<file path="src/logic/rgtbd_params.svh">
// Constants for the red/green texture block decoder: sizes, scales, timing.
// Assumes inclusion by bare name from the package and the design modules.
`ifndef RGTBD_PARAMS_SVH
`define RGTBD_PARAMS_SVH

// Texel coordinate and image dimension width
`define RGTBD_COORD_W 14
// Block geometry
`define RGTBD_HALF_BITS 64
`define RGTBD_BLOCK_BITS 128
`define RGTBD_SEL_LSB 16
// Block size as a byte shift: 8 bytes one channel, 16 bytes two channel
`define RGTBD_SHIFT_ONE 3
`define RGTBD_SHIFT_TWO 4
// Output scale: 1.0 equals 255*35 unsigned, 127*35 signed
`define RGTBD_SCALE_U 16'sh22DD
`define RGTBD_SCALE_S 16'sh115D
`define RGTBD_MUL_EP 18'sh23
`define RGTBD_MUL_SEVENTHS 18'sh5
`define RGTBD_MUL_FIFTHS 18'sh7
// Signed endpoint byte that is remapped, and its replacement
`define RGTBD_SNEG_MIN 8'h80
`define RGTBD_SNEG_REMAP 9'h181
// Cycles from the taking edge to the valid texel
`define RGTBD_LATENCY 2

`endif

</file>
<file path="src/logic/rgtbd_pkg.sv">
// Types shared by the red/green texture block decoder modules.
// Assumes the constants header sits beside it on the include path.
`include "rgtbd_params.svh"

package rgtbd_pkg;

    typedef enum logic [1:0] {
        unsigned_one_channel_format,
        signed_one_channel_format,
        unsigned_two_channel_format,
        signed_two_channel_format
    } rgtbd_fmt_e;

    typedef logic [`RGTBD_COORD_W-1:0] rgtbd_coord_t;
    typedef logic signed [15:0] rgtbd_comp_t;

    // Decode request: block bytes in address order, byte n at bits 8n+7:8n
    typedef struct packed {
        rgtbd_fmt_e fmt;
        logic [`RGTBD_BLOCK_BITS-1:0] block;
        rgtbd_coord_t x;
        rgtbd_coord_t y;
    } rgtbd_dec_req_s;

    typedef struct packed {
        rgtbd_fmt_e fmt;
        rgtbd_coord_t width;
        rgtbd_coord_t height;
        rgtbd_coord_t x;
        rgtbd_coord_t y;
    } rgtbd_addr_req_s;

    typedef struct packed {
        logic [31:0] offset;
        logic [31:0] size;
    } rgtbd_addr_rsp_s;

    typedef struct packed {
        rgtbd_comp_t r;
        rgtbd_comp_t g;
        rgtbd_comp_t b;
        rgtbd_comp_t a;
    } rgtbd_texel_s;

    // One unpacked channel: endpoints, their order and this texel's code
    typedef struct packed {
        logic signed [8:0] e0;
        logic signed [8:0] e1;
        logic gt;
        logic [2:0] code;
    } rgtbd_chan_s;

    function automatic logic fmt_is_signed(input rgtbd_fmt_e fmt);
        return (fmt == signed_one_channel_format) || (fmt == signed_two_channel_format);
    endfunction

    function automatic logic fmt_is_two(input rgtbd_fmt_e fmt);
        return (fmt == unsigned_two_channel_format) || (fmt == signed_two_channel_format);
    endfunction

endpackage

</file>
<file path="src/logic/rgtbd_top.sv">
// Red/green compressed texture block decoder, top level.
// Assumes block fetch and sampling logic on the same clock; reset is a pin.
//
// What this block does
// Image is 4x4 texel blocks of 64 or 128 bits.
// Image size is ceil(w/4)*ceil(h/4)*block bytes, 8 or 16.
// Block offset is blocksize*(ceil(w/4)*floor(y/4)+floor(x/4)).
// Texel inside block chosen by x mod 4 and y mod 4.
// Texels outside a small image may decode to anything.
// Half block bytes: endpoint 0, endpoint 1, six selector bytes.
// Selector bytes joined little-endian into a 48-bit vector.
// Unsigned endpoints normalise like an unsigned byte intensity pixel.
// Code of texel is vector bits 3*(4y+x)+2 down to 3*(4y+x).
// First endpoint greater: codes 0,1 endpoints, 2..7 sevenths blend.
// Otherwise: 0,1 endpoints, 2..5 fifths, 6 minimum, 7 maximum.
// One-channel output is (R, 0, 0, 1).
// Signed endpoints are byte/127, -128 gives -1; range -1 to 1.
// Ordering of -127 against -128 may go either way; remap allowed.
// Encoders should not emit first -127 with second -128.
// Unsigned two-channel: first half red, second half green, (R,G,0,1).
// Signed two-channel: both halves signed, red then green, (R,G,0,1).
// Four formats: unsigned and signed, one and two channel.
// Request under valid/ready, texel returned with valid at fixed latency.
`timescale 1ns/100ps
`include "rgtbd_params.svh"

module rgtbd_top (
    // Clock and reset
    input wire logic i_clk_sys,
    input wire logic i_reset_n,
    // Block locate request
    input wire logic i_addr_valid,
    input rgtbd_pkg::rgtbd_addr_req_s i_addr_req,
    // Block locate answer
    output logic o_addr_valid,
    output rgtbd_pkg::rgtbd_addr_rsp_s o_addr_rsp,
    // Texel decode request
    input wire logic i_dec_valid,
    input rgtbd_pkg::rgtbd_dec_req_s i_dec_req,
    output logic o_dec_ready,
    // Decoded texel
    output logic o_tex_valid,
    output rgtbd_pkg::rgtbd_texel_s o_texel,
    output logic o_tex_signed
);
    import rgtbd_pkg::*;

    //////////////////////////////////////////////////////////////////////////
    // Reset release through two flops; assertion stays asynchronous
    logic rst_meta_q, rst_meta_d;
    logic rst_sync_q, rst_sync_d;
    logic rst_n;

    always_comb begin
        rst_meta_d = 1'b1;
        rst_sync_d = rst_meta_q;
    end

    always_ff @(posedge i_clk_sys or negedge i_reset_n) begin
        if (!i_reset_n) begin
            rst_meta_q <= 1'b0;
            rst_sync_q <= 1'b0;
        end else begin
            rst_meta_q <= rst_meta_d;
            rst_sync_q <= rst_sync_d;
        end
    end

    assign rst_n = rst_sync_q;

    //////////////////////////////////////////////////////////////////////////
    // Unpack one 64-bit half into endpoints, order and this texel's code
    function automatic rgtbd_chan_s unpack_half(
        input logic [`RGTBD_HALF_BITS-1:0] half,
        input logic is_signed,
        input logic [3:0] texel_idx
    );
        rgtbd_chan_s c;
        logic [7:0] b0;
        logic [7:0] b1;
        logic [47:0] sel;
        b0 = half[7:0];
        b1 = half[15:8];
        sel = half[`RGTBD_HALF_BITS-1:`RGTBD_SEL_LSB];
        if (is_signed) begin
            // Remapping -128 to -127 keeps the scale exact: both mean -1.0
            c.e0 = (b0 == `RGTBD_SNEG_MIN) ? `RGTBD_SNEG_REMAP : {b0[7], b0};
            c.e1 = (b1 == `RGTBD_SNEG_MIN) ? `RGTBD_SNEG_REMAP : {b1[7], b1};
        end else begin
            c.e0 = {1'b0, b0};
            c.e1 = {1'b0, b1};
        end
        // Compare after the remap, so -127 against -128 reads as equal
        c.gt = c.e0 > c.e1;
        c.code = sel[6'(3 * texel_idx) +: 3];
        return c;
    endfunction

    //////////////////////////////////////////////////////////////////////////
    // Block locator
    rgtbd_addr u_addr (
        .i_clk_sys(i_clk_sys),
        .i_rst_n(rst_n),
        .i_valid(i_addr_valid),
        .i_req(i_addr_req),
        .o_valid(o_addr_valid),
        .o_rsp(o_addr_rsp)
    );

    //////////////////////////////////////////////////////////////////////////
    // Request acceptance; pipeline never stalls, so ready only waits reset
    logic ready_q, ready_d;
    logic take;

    assign take = i_dec_valid && ready_q;

    always_comb begin
        ready_d = 1'b1;
    end

    always_ff @(posedge i_clk_sys or negedge rst_n) begin
        if (!rst_n) begin
            ready_q <= 1'b0;
        end else begin
            ready_q <= ready_d;
        end
    end

    //////////////////////////////////////////////////////////////////////////
    // Stage 1: unpacked channels and format
    logic s1_valid_q, s1_valid_d;
    rgtbd_fmt_e s1_fmt_q, s1_fmt_d;
    rgtbd_chan_s s1_chan_q [2];
    rgtbd_chan_s s1_chan_d [2];
    logic [3:0] texel_idx;

    // Local position in the block is the low two bits of each coordinate
    // Texels past the edge of a small image decode as usual; caller ignores them
    assign texel_idx = {i_dec_req.y[1:0], i_dec_req.x[1:0]};

    always_comb begin
        s1_valid_d = take;
        s1_fmt_d = s1_fmt_q;
        s1_chan_d = s1_chan_q;
        if (take) begin
            s1_fmt_d = i_dec_req.fmt;
            s1_chan_d[0] = unpack_half(i_dec_req.block[`RGTBD_HALF_BITS-1:0],
                fmt_is_signed(i_dec_req.fmt), texel_idx);
            s1_chan_d[1] = unpack_half(
                i_dec_req.block[`RGTBD_BLOCK_BITS-1:`RGTBD_HALF_BITS],
                fmt_is_signed(i_dec_req.fmt), texel_idx);
        end
    end

    always_ff @(posedge i_clk_sys or negedge rst_n) begin
        if (!rst_n) begin
            s1_valid_q <= 1'b0;
            s1_fmt_q <= unsigned_one_channel_format;
            s1_chan_q[0] <= '0;
            s1_chan_q[1] <= '0;
        end else begin
            s1_valid_q <= s1_valid_d;
            s1_fmt_q <= s1_fmt_d;
            s1_chan_q <= s1_chan_d;
        end
    end

    //////////////////////////////////////////////////////////////////////////
    // Stage 2: interpolators, one per half; green half unused in one-channel
    rgtbd_comp_t chan_val [2];
    logic s1_signed;

    assign s1_signed = fmt_is_signed(s1_fmt_q);

    generate
        for (genvar gi = 0; gi < 2; gi++) begin : g_chan
            rgtbd_chan u_chan (
                .i_clk_sys(i_clk_sys),
                .i_rst_n(rst_n),
                .i_chan(s1_chan_q[gi]),
                .i_signed(s1_signed),
                .o_value(chan_val[gi])
            );
        end
    endgenerate

    logic s2_valid_q, s2_valid_d;
    rgtbd_fmt_e s2_fmt_q, s2_fmt_d;

    always_comb begin
        s2_valid_d = s1_valid_q;
        s2_fmt_d = s1_valid_q ? s1_fmt_q : s2_fmt_q;
    end

    always_ff @(posedge i_clk_sys or negedge rst_n) begin
        if (!rst_n) begin
            s2_valid_q <= 1'b0;
            s2_fmt_q <= unsigned_one_channel_format;
        end else begin
            s2_valid_q <= s2_valid_d;
            s2_fmt_q <= s2_fmt_d;
        end
    end

    //////////////////////////////////////////////////////////////////////////
    // Output stage: assemble RGBA; held between texels
    logic tex_valid_q, tex_valid_d;
    logic tex_signed_q, tex_signed_d;
    rgtbd_texel_s texel_q, texel_d;

    always_comb begin
        tex_valid_d = s2_valid_q;
        tex_signed_d = tex_signed_q;
        texel_d = texel_q;
        if (s2_valid_q) begin
            tex_signed_d = fmt_is_signed(s2_fmt_q);
            texel_d.r = chan_val[0];
            texel_d.g = fmt_is_two(s2_fmt_q) ? chan_val[1] : 16'sh0000;
            texel_d.b = 16'sh0000;
            texel_d.a = fmt_is_signed(s2_fmt_q) ? `RGTBD_SCALE_S : `RGTBD_SCALE_U;
        end
    end

    always_ff @(posedge i_clk_sys or negedge rst_n) begin
        if (!rst_n) begin
            tex_valid_q <= 1'b0;
            tex_signed_q <= 1'b0;
            texel_q <= '0;
        end else begin
            tex_valid_q <= tex_valid_d;
            tex_signed_q <= tex_signed_d;
            texel_q <= texel_d;
        end
    end

    assign o_dec_ready = ready_q;
    assign o_tex_valid = tex_valid_q;
    assign o_texel = texel_q;
    assign o_tex_signed = tex_signed_q;

endmodule

</file>
<file path="src/logic/rgtbd_addr.sv">
// Block locator: byte offset of a texel's block and the whole image size.
// Assumes a synchronised active-low reset and requests on the same clock.
`timescale 1ns/100ps
`include "rgtbd_params.svh"

module rgtbd_addr (
    // Clock and reset
    input wire logic i_clk_sys,
    input wire logic i_rst_n,
    // Request
    input wire logic i_valid,
    input rgtbd_pkg::rgtbd_addr_req_s i_req,
    // Answer
    output logic o_valid,
    output rgtbd_pkg::rgtbd_addr_rsp_s o_rsp
);
    import rgtbd_pkg::*;

    logic valid_q, valid_d;
    rgtbd_addr_rsp_s rsp_q, rsp_d;
    logic [`RGTBD_COORD_W:0] w_ext;
    logic [`RGTBD_COORD_W:0] h_ext;
    logic [`RGTBD_COORD_W-2:0] blocks_w;
    logic [`RGTBD_COORD_W-2:0] blocks_h;
    logic [31:0] block_idx;
    logic [31:0] block_cnt;

    //////////////////////////////////////////////////////////////////////////
    // Blocks per row and column round up; partial blocks still take space
    always_comb begin
        w_ext = {1'b0, i_req.width} + {{(`RGTBD_COORD_W-1){1'b0}}, 2'h3};
        h_ext = {1'b0, i_req.height} + {{(`RGTBD_COORD_W-1){1'b0}}, 2'h3};
        blocks_w = w_ext[`RGTBD_COORD_W:2];
        blocks_h = h_ext[`RGTBD_COORD_W:2];
        block_idx = 32'(blocks_w * i_req.y[`RGTBD_COORD_W-1:2])
            + 32'(i_req.x[`RGTBD_COORD_W-1:2]);
        block_cnt = 32'(blocks_w * blocks_h);
        valid_d = i_valid;
        rsp_d = rsp_q;
        if (i_valid) begin
            if (fmt_is_two(i_req.fmt)) begin
                rsp_d.offset = block_idx << `RGTBD_SHIFT_TWO;
                rsp_d.size = block_cnt << `RGTBD_SHIFT_TWO;
            end else begin
                rsp_d.offset = block_idx << `RGTBD_SHIFT_ONE;
                rsp_d.size = block_cnt << `RGTBD_SHIFT_ONE;
            end
        end
    end

    // Answer register
    always_ff @(posedge i_clk_sys or negedge i_rst_n) begin
        if (!i_rst_n) begin
            valid_q <= 1'b0;
            rsp_q <= '0;
        end else begin
            valid_q <= valid_d;
            rsp_q <= rsp_d;
        end
    end

    assign o_valid = valid_q;
    assign o_rsp = rsp_q;

endmodule

</file>
<file path="src/logic/rgtbd_chan.sv">
// One channel interpolator: turns endpoints and a 3-bit code into a value.
// Assumes unpacked endpoints from the top; result is registered.
`timescale 1ns/100ps
`include "rgtbd_params.svh"

module rgtbd_chan (
    // Clock and reset
    input wire logic i_clk_sys,
    input wire logic i_rst_n,
    // Unpacked channel
    input rgtbd_pkg::rgtbd_chan_s i_chan,
    input wire logic i_signed,
    // Interpolated value, 1.0 at the format's scale
    output rgtbd_pkg::rgtbd_comp_t o_value
);
    import rgtbd_pkg::*;

    rgtbd_comp_t value_q, value_d;
    logic [3:0] w0;
    logic [3:0] w1;
    logic signed [17:0] acc;
    logic signed [17:0] scaled;

    //////////////////////////////////////////////////////////////////////////
    // All values kept as exact multiples of 1/35 of an endpoint step, so
    // sevenths and fifths need no divider and no rounding
    always_comb begin
        w0 = 4'h0;
        w1 = 4'h0;
        if (i_chan.gt) begin
            w0 = 4'h8 - {1'b0, i_chan.code};
            w1 = {1'b0, i_chan.code} - 4'h1;
        end else begin
            w0 = 4'h6 - {1'b0, i_chan.code};
            w1 = {1'b0, i_chan.code} - 4'h1;
        end
        acc = 18'($signed({1'b0, w0}) * i_chan.e0) + 18'($signed({1'b0, w1}) * i_chan.e1);
        scaled = i_chan.gt ? 18'(acc * `RGTBD_MUL_SEVENTHS) : 18'(acc * `RGTBD_MUL_FIFTHS);
        unique case (i_chan.code)
            3'h0: value_d = 16'(18'(i_chan.e0 * `RGTBD_MUL_EP));
            3'h1: value_d = 16'(18'(i_chan.e1 * `RGTBD_MUL_EP));
            3'h6: begin
                if (i_chan.gt) begin
                    value_d = scaled[15:0];
                end else if (i_signed) begin
                    value_d = -`RGTBD_SCALE_S;
                end else begin
                    value_d = 16'sh0000;
                end
            end
            3'h7: begin
                if (i_chan.gt) begin
                    value_d = scaled[15:0];
                end else begin
                    value_d = i_signed ? `RGTBD_SCALE_S : `RGTBD_SCALE_U;
                end
            end
            default: value_d = scaled[15:0];
        endcase
    end

    // Result register
    always_ff @(posedge i_clk_sys or negedge i_rst_n) begin
        if (!i_rst_n) begin
            value_q <= '0;
        end else begin
            value_q <= value_d;
        end
    end

    assign o_value = value_q;

endmodule

</file>
<file path="config.mk">
export PLATFORM = sky130hd
export DESIGN_NAME = rgtbd_top
export DESIGN_NICKNAME = d
export VERILOG_FILES = /design/src/logic/rgtbd_pkg.sv /design/src/logic/rgtbd_top.sv /design/src/logic/rgtbd_addr.sv /design/src/logic/rgtbd_chan.sv
export VERILOG_INCLUDE_DIRS = /design/src /design/src/logic
export SDC_FILE = /design/constraint.sdc
export NUM_CORES = 2
export LEC_CHECK = 0
export ABC_AREA = 0
export BUFFER_PORTS_ARGS = -buffer_cell sky130_fd_sc_hd__buf_4
export CAP_MARGIN = 20
export CORE_ASPECT_RATIO = 0.7
export CORE_UTILIZATION = 32
export CTS_CLUSTER_SIZE = 25
export DETAILED_ROUTE_END_ITERATION = 8
export HOLD_SLACK_MARGIN = 0.06
export PLACE_DENSITY_LB_ADDON = 0.05
export SETUP_SLACK_MARGIN = 0.05
export SLEW_MARGIN = 20
export SYNTH_ARGS = -nofsm -noshare
export SYNTH_HDL_FRONTEND = slang
export SYNTH_HIERARCHICAL = 1
export SYNTH_SLANG_ARGS = --single-unit
</file>
<file path="constraint.sdc">
create_clock -name i_clk_sys -period 7.3 [get_ports i_clk_sys]
set_input_delay 0.365 -clock i_clk_sys [delete_from_list [all_inputs] [get_ports i_clk_sys]]
set_output_delay 0.365 -clock i_clk_sys [all_outputs]
set_load 0.01 [all_outputs]
</file>
# == After elaboration in Yosys (flattened, before gate mapping) ==
# Cells that the tools add are included.
# Widths: inputs -> output; s select.
# word_totals
ff_bits,200
out_inout_bits,132
# classes
n_addsub,11
mul,15
n_lt_le_gt_ge,2
n_eq_ne,19
shift,2
n_mux,23
n_reduce_logical,8
# ops
cell,count
$mux 16,8
$pmux 16 s4,2
$shiftx 48x7->3,2
$mul 18x4->16 const B,4
$mux 18,4
$mul 9x7->16 const B,4
$mux 64,1
$mul 5x9->14,4
$add 18x18->18,2
$mux 9,4
$eq 8x8->1 const B,4
$add 14x2->15 const B,2
$mux 14,2
$add 25x12->26,1
$mul 13x13->26,1
$mul 13x12->25,1
$gt 9x9->1,2
$eq 2x2->1 const B,6
$eq 3x3->1 const B,4
$mux 4,2
$sub 3x1->4 const B,2
$sub 3x3->4 const A,2
$sub 4x3->4 const A,2
$eq 2x1->1 const B,3
5 further kinds,11

# == Longest topological paths before layout ==
# depth
ltp_word,8
depth_mapped,39
ltp_nobuf,37

# == Modules after synthesis ==
# Netlist, hierarchy kept.
# by_module_without_submodules
module,n_inst,cells_per_inst,area_per_inst_um2,seq_area_each_um2
rgtbd_addr,1,1636,14049.7,1376.3
rgtbd_chan at g_chan[1].u_chan,1,922,7960.1,400.4
rgtbd_chan at g_chan[0].u_chan,1,930,7903.8,400.4
rgtbd_top,1,504,4899.7,2227.1

# == Worst setup path before layout ==
# Ideal clock, no wire load.
# synth_timing
kind,flip-flop to flip-flop
startpoint,reg s1_chan_q[22] (netlist name)
endpoint,reg g_chan[0].u_chan.value_q[15]
setup_time_ns,0.086
arrival_time_ns,8.549
slack_ns,-1.335
stages_incl_launch_ff,38
n_path_buf,2
period_less_slack_ns,8.635
cell_sequence,dfrtp_1 > clkbuf_1 > inv_1 > ha_1 > ha_1 > clkbuf_1 > nand2_1 > o21ai_1 > nand2_1 > fa_1 > inv_1 > fa_1 > fa_1 > fa_1 > inv_1 > fa_1 > inv_1 > ha_1 > [2 not listed] > o41a_1 > a21oi_1 > o21bai_1 > a21oi_1 > xnor2_1 > ha_1 > inv_1 > fa_1 > inv_1 > ha_1 > and3_1 > a21oi_1 > o31ai_1 > or4_1 > a31oi_1 > xnor2_1 > mux2i_1 > a32oi_1
# synth_between
elab_chain_len,8
# synth_rtl
item,line_no,source
from (decl),rgtbd_top.sv:133,rgtbd_chan_s s1_chan_q [2];
from (signal assigned),rgtbd_top.sv:164,s1_chan_q <= s1_chan_d;
$sub 4x3->4 or $sub 3x3->4 (tied branches),"rgtbd_chan.sv:31, rgtbd_chan.sv:34",
$mux 4,rgtbd_chan.sv:30,if (i_chan.gt) begin
$mul 5x9->14,rgtbd_chan.sv:37,"acc = 18'($signed({1'b0, w0}) * i_chan.e0) + 18'($signed({1'b0, w1}) * i_chan.e1);"
$add 18x18->18,rgtbd_chan.sv:37,
$mul 18x4->16 (no line),-,
$mux 16,rgtbd_chan.sv:38,scaled = i_chan.gt ? 18'(acc * `RGTBD_MUL_SEVENTHS) : 18'(acc * `RGTBD_MUL_FIFTHS);
"$mux 16, on equally long branches","rgtbd_chan.sv:52, rgtbd_chan.sv:43",
$pmux 16 s4 (*),rgtbd_chan.sv:39,unique case (i_chan.code)
via g_chan[0].u_chan.value_d[15],rgtbd_chan.sv:18,"rgtbd_comp_t value_q, value_d;"
to (signal assigned),rgtbd_chan.sv:67,value_q <= value_d;
to (decl),rgtbd_chan.sv:18,
# Mark *: on every way through the listed nets, which the timed path passes. The rest lies on a longest branch.
# A chain may end at the register's enable or synchronous reset.

# == Final worst setup path ==
# layout_timing
startpoint,reg s1_chan_q[23] (netlist name)
endpoint,reg g_chan[0].u_chan.value_q[15]
# The elaborated chain is that of the path after synthesis.

==> results.yml <==
run:
  maxCapViolations: 0
drt:
  routed_wl_um: 109100
  drtIter0Drc: 1330
  ant_nets: 0
  vias_per_cell: 4.703
  avgRoutedWirePerCell_um: 18.03
  drt_pass1_iterations: 7
  route.detailed.drc: 24
  vias: 28458
cts:
  clk_latency_ns: 0.54
  root_buffer: "clkbuf_16"
  clk_path_buf_depth: 2
  cts_tree: "built"
  clkSinkCount: 176
  clk_pin_slew_ns: 0.08
  h-tree-depth: 4
  cts_buffers: 17
floorplan:
  core_um2: 107100
  die_w_um: 396.2
  start_util: 0.3250
  die_y_um: 278.0
  ios: 352
  die_area_um2: 110100
  row_count: 100
global_routing:
  gr-total-overflow: 0
  first_global_vias: 30192
  grt_pass1_wl_um: 175600
  grt_max_degree: 128
  antenna_found_initial: 2
  track_usage: 0.2063
run_status:
  violations: "DRC, setup timing"
  outcome: "complete, but fails checks"
critical_path:
  endpoint_kind: "flip-flop"
  cp.required_ns: 7.74
  cp_slowest_cell: "fa_1"
  arrival_ns: 8.25
  cp_common_cell: "fa_1"
  cp-start-kind: "flip-flop"
  crit_fanout: 6
  r2r-start: "s1_chan_q[23]"
  criticalPathCategory: "flip-flop to flip-flop"
  crit_start: "s1_chan_q[23]"
  slowest_delay_ns: 0.51
synth:
  synthFlopType: "dfrtp_1"
  netlist_area_um2: 34810
  synth_top_area_cell: "fa_1"
  yosysWarnings: 6
  ys_seq_area_frac: 0.1265
  avgSynthCellArea_um2: 8.721
  synth.distinct_cells: 100
  synth_cells: 3992
  synthTopCellsByArea: "fa_1, ha_1, dfrtp_1"
  ys_ff_latch: 176
  synth-edff-count: 0
  synth-async-reset-ratio: 1.000
  synth_top_area_share: 0.2467
timing:
  skew_ns: 0.02064
  fmaxAchievable_mhz: 128.2
  grt_setup_unrepaired: "yes"
  hold_ws_ns: 0.1395
  drv_slew: 0
  fin_crit_sh: 1.069
  hold_violations: 0
  worst_pin_slew_ns: 0.8971
  worst_slack_ns: -0.5021
  finalSetupViolCount: 12
  period_needed_ns: 7.802
  slew_headroom: 0.4019
hold_path:
  min_path_type: "input pin to flip-flop"
  min_from: "i_dec_req[43]"
placed_design:
  gp_congestion: 0.8643
  io_buffers: 290
  dp_hpwl_um: 91960
cells_and_area:
  syn_to_final_growth_pct: 25.49
  nets: 5752
  drive_gt1_frac: 0.2234
  diodes: 0
  n_fill_cell: 11066
## metal layers
| layer | global-route usage | wire, µm | vias to the layer above |
|---|---|---|---|
| met3 | 0.02881 | 4231 | 59 |
| met1 | 0.3208 | 58270 | 13954 |
| met2 | 0.3013 | 45150 | 416 |
| met4 | 0.03732 | 1452 | 0 |
| met5 | 0 | 0 | - |
| li1 | - | - | 14029 |
## stage by stage
step	instances	setup slack, ns	area (µm²)	setup TNS [ns]	util
floorplan	4023	-0.6469	35450	-2.240	-
finish	6051	-0.5021	43690	-2.967	0.4079
detailed placement	5979	-0.8828	41810	-7.453	0.3903
CTS	6042	-0.5028	43180	-3.379	0.4031
global placement	5979	-0.7889	41790	-6.746	0.3902
global route	6051	-0.8871	43690	-8.024	0.4079
## final cells by class
type	instances	area [µm²]	area share
Multi-Input combinational cell	2914	28210	0.6457
Timing Repair Buffer	744	5841	0.1337
Sequential cell	176	4415	0.1011
Inverter	759	2859	0.06544
Tap cell	1428	1787	0.04090
Clock buffer	17	425.4	0.009738
Clock inverter	13	152.6	0.003494
## path summary, 6_finish.rpt
check / end / cells after the start / slack, ns
setup / recovery: g_chan[0].u_chan/o_value[15] / 34 / -0.50
hold / removal: s1_chan_q[33] / 3 / 0.14
setup reg to reg: g_chan[0].u_chan/o_value[15] / 34 / -0.50
hold reg to reg: rst_n / 0 / 0.35
max in group asynchronous: s1_chan_q[22] / 1 / 5.55
min in group asynchronous: rst_n / 2 / 0.15
## critical path: cells and delay by family, from the launching register on
| family | cells | cell delay [ns] |
|---|---|---|
| adder cells (fa/ha/maj) | 10 | 3.89 |
| AO/OA/AOI/OAI | 10 | 1.84 |
| AND/OR/NAND/NOR | 4 | 0.71 |
| flip-flops | 1 | 0.45 |
| XOR/XNOR | 3 | 0.39 |
| buffers and inverters | 6 | 0.36 |
| multiplexers | 1 | 0.10 |
## cell families (layout without fill, tap and decap cells)
logic type / Yosys count / count (layout) / share of synthesized area
flops: 176 / 176 / 0.1265
fa+ha+maj: 920 / 920 / 0.4232
mux: 105 / 105 / 0.03490
compound gates: 582 / 582 / 0.1128
xor+xnor: 211 / 211 / 0.05413
buf+inv: 933 / 1533 / 0.1061
other cells: 5 / 36 / 0.0005392
simple gates: 1060 / 1060 / 0.1419
## layout by cell type (no fill, tap or decap), drive strengths merged, types with 11 or more instances in the layout
cell	synthesis	routed
inv	757	763
buf	73	727
ha	491	491
fa	429	429
nand2	417	417
nor2	235	235
dfrtp	176	176
a21oi	150	150
xnor2	147	147
o21ai	131	131
and2	110	110
nor2b	77	77
mux2i	73	73
xor2	62	62
nand3	56	56
a21o	51	51
nor3	40	40
conb	5	36
and3	36	36
a22oi	30	30
a211oi	26	26
o21a	25	25
a31oi	25	25
mux2	22	22
nand2b	21	21
or3	20	20
clkbuf	101	17
dlygate4sd3	0	17
nand4	17	17
o21bai	12	12
o22ai	12	12
o211ai	11	11
## cells in the mapped netlist (24+ instances only)
cell type    n
inv_1      757
ha_1       491
fa_1       429
nand2_1    417
nor2_1     233
dfrtp_1    176
a21oi_1    148
xnor2_1    146
o21ai_0    123
and2_1     109
clkbuf_1   101
nor2b_1     77
mux2i_1     73
xor2_1      62
nand3_1     56
a21o_1      47
buf_4       42
nor3_1      39
and3_1      34
a22oi_1     30
o21a_1      25
a31oi_1     24
## flip-flops by register name, summed over array words and instances, names as in the netlist
signal / count
u_addr/o_rsp: 54
s2_valid_q: 1
s1_chan_q: 44
o_tex_valid: 1
o_dec_ready: 1
rst_meta_q: 1
u_addr/o_valid: 1
s1_valid_q: 1
s1_fmt_q: 2
rst_n: 1
o_texel: 35
g_chan.u_chan/o_value: 32
s2_fmt_q: 2
## timing repair
item,4_1_cts,5_1_grt
setup endpoints to repair,16,22
hold buffers,17,0
endpoints found under the hold margin,18,0
buffers inserted,19,10
resized for setup,97,89
pin swaps,84,58
Power is left out: the tool's default activity adds up to more than one toggle a clock period on the data nets, which glitch-free logic cannot reach.
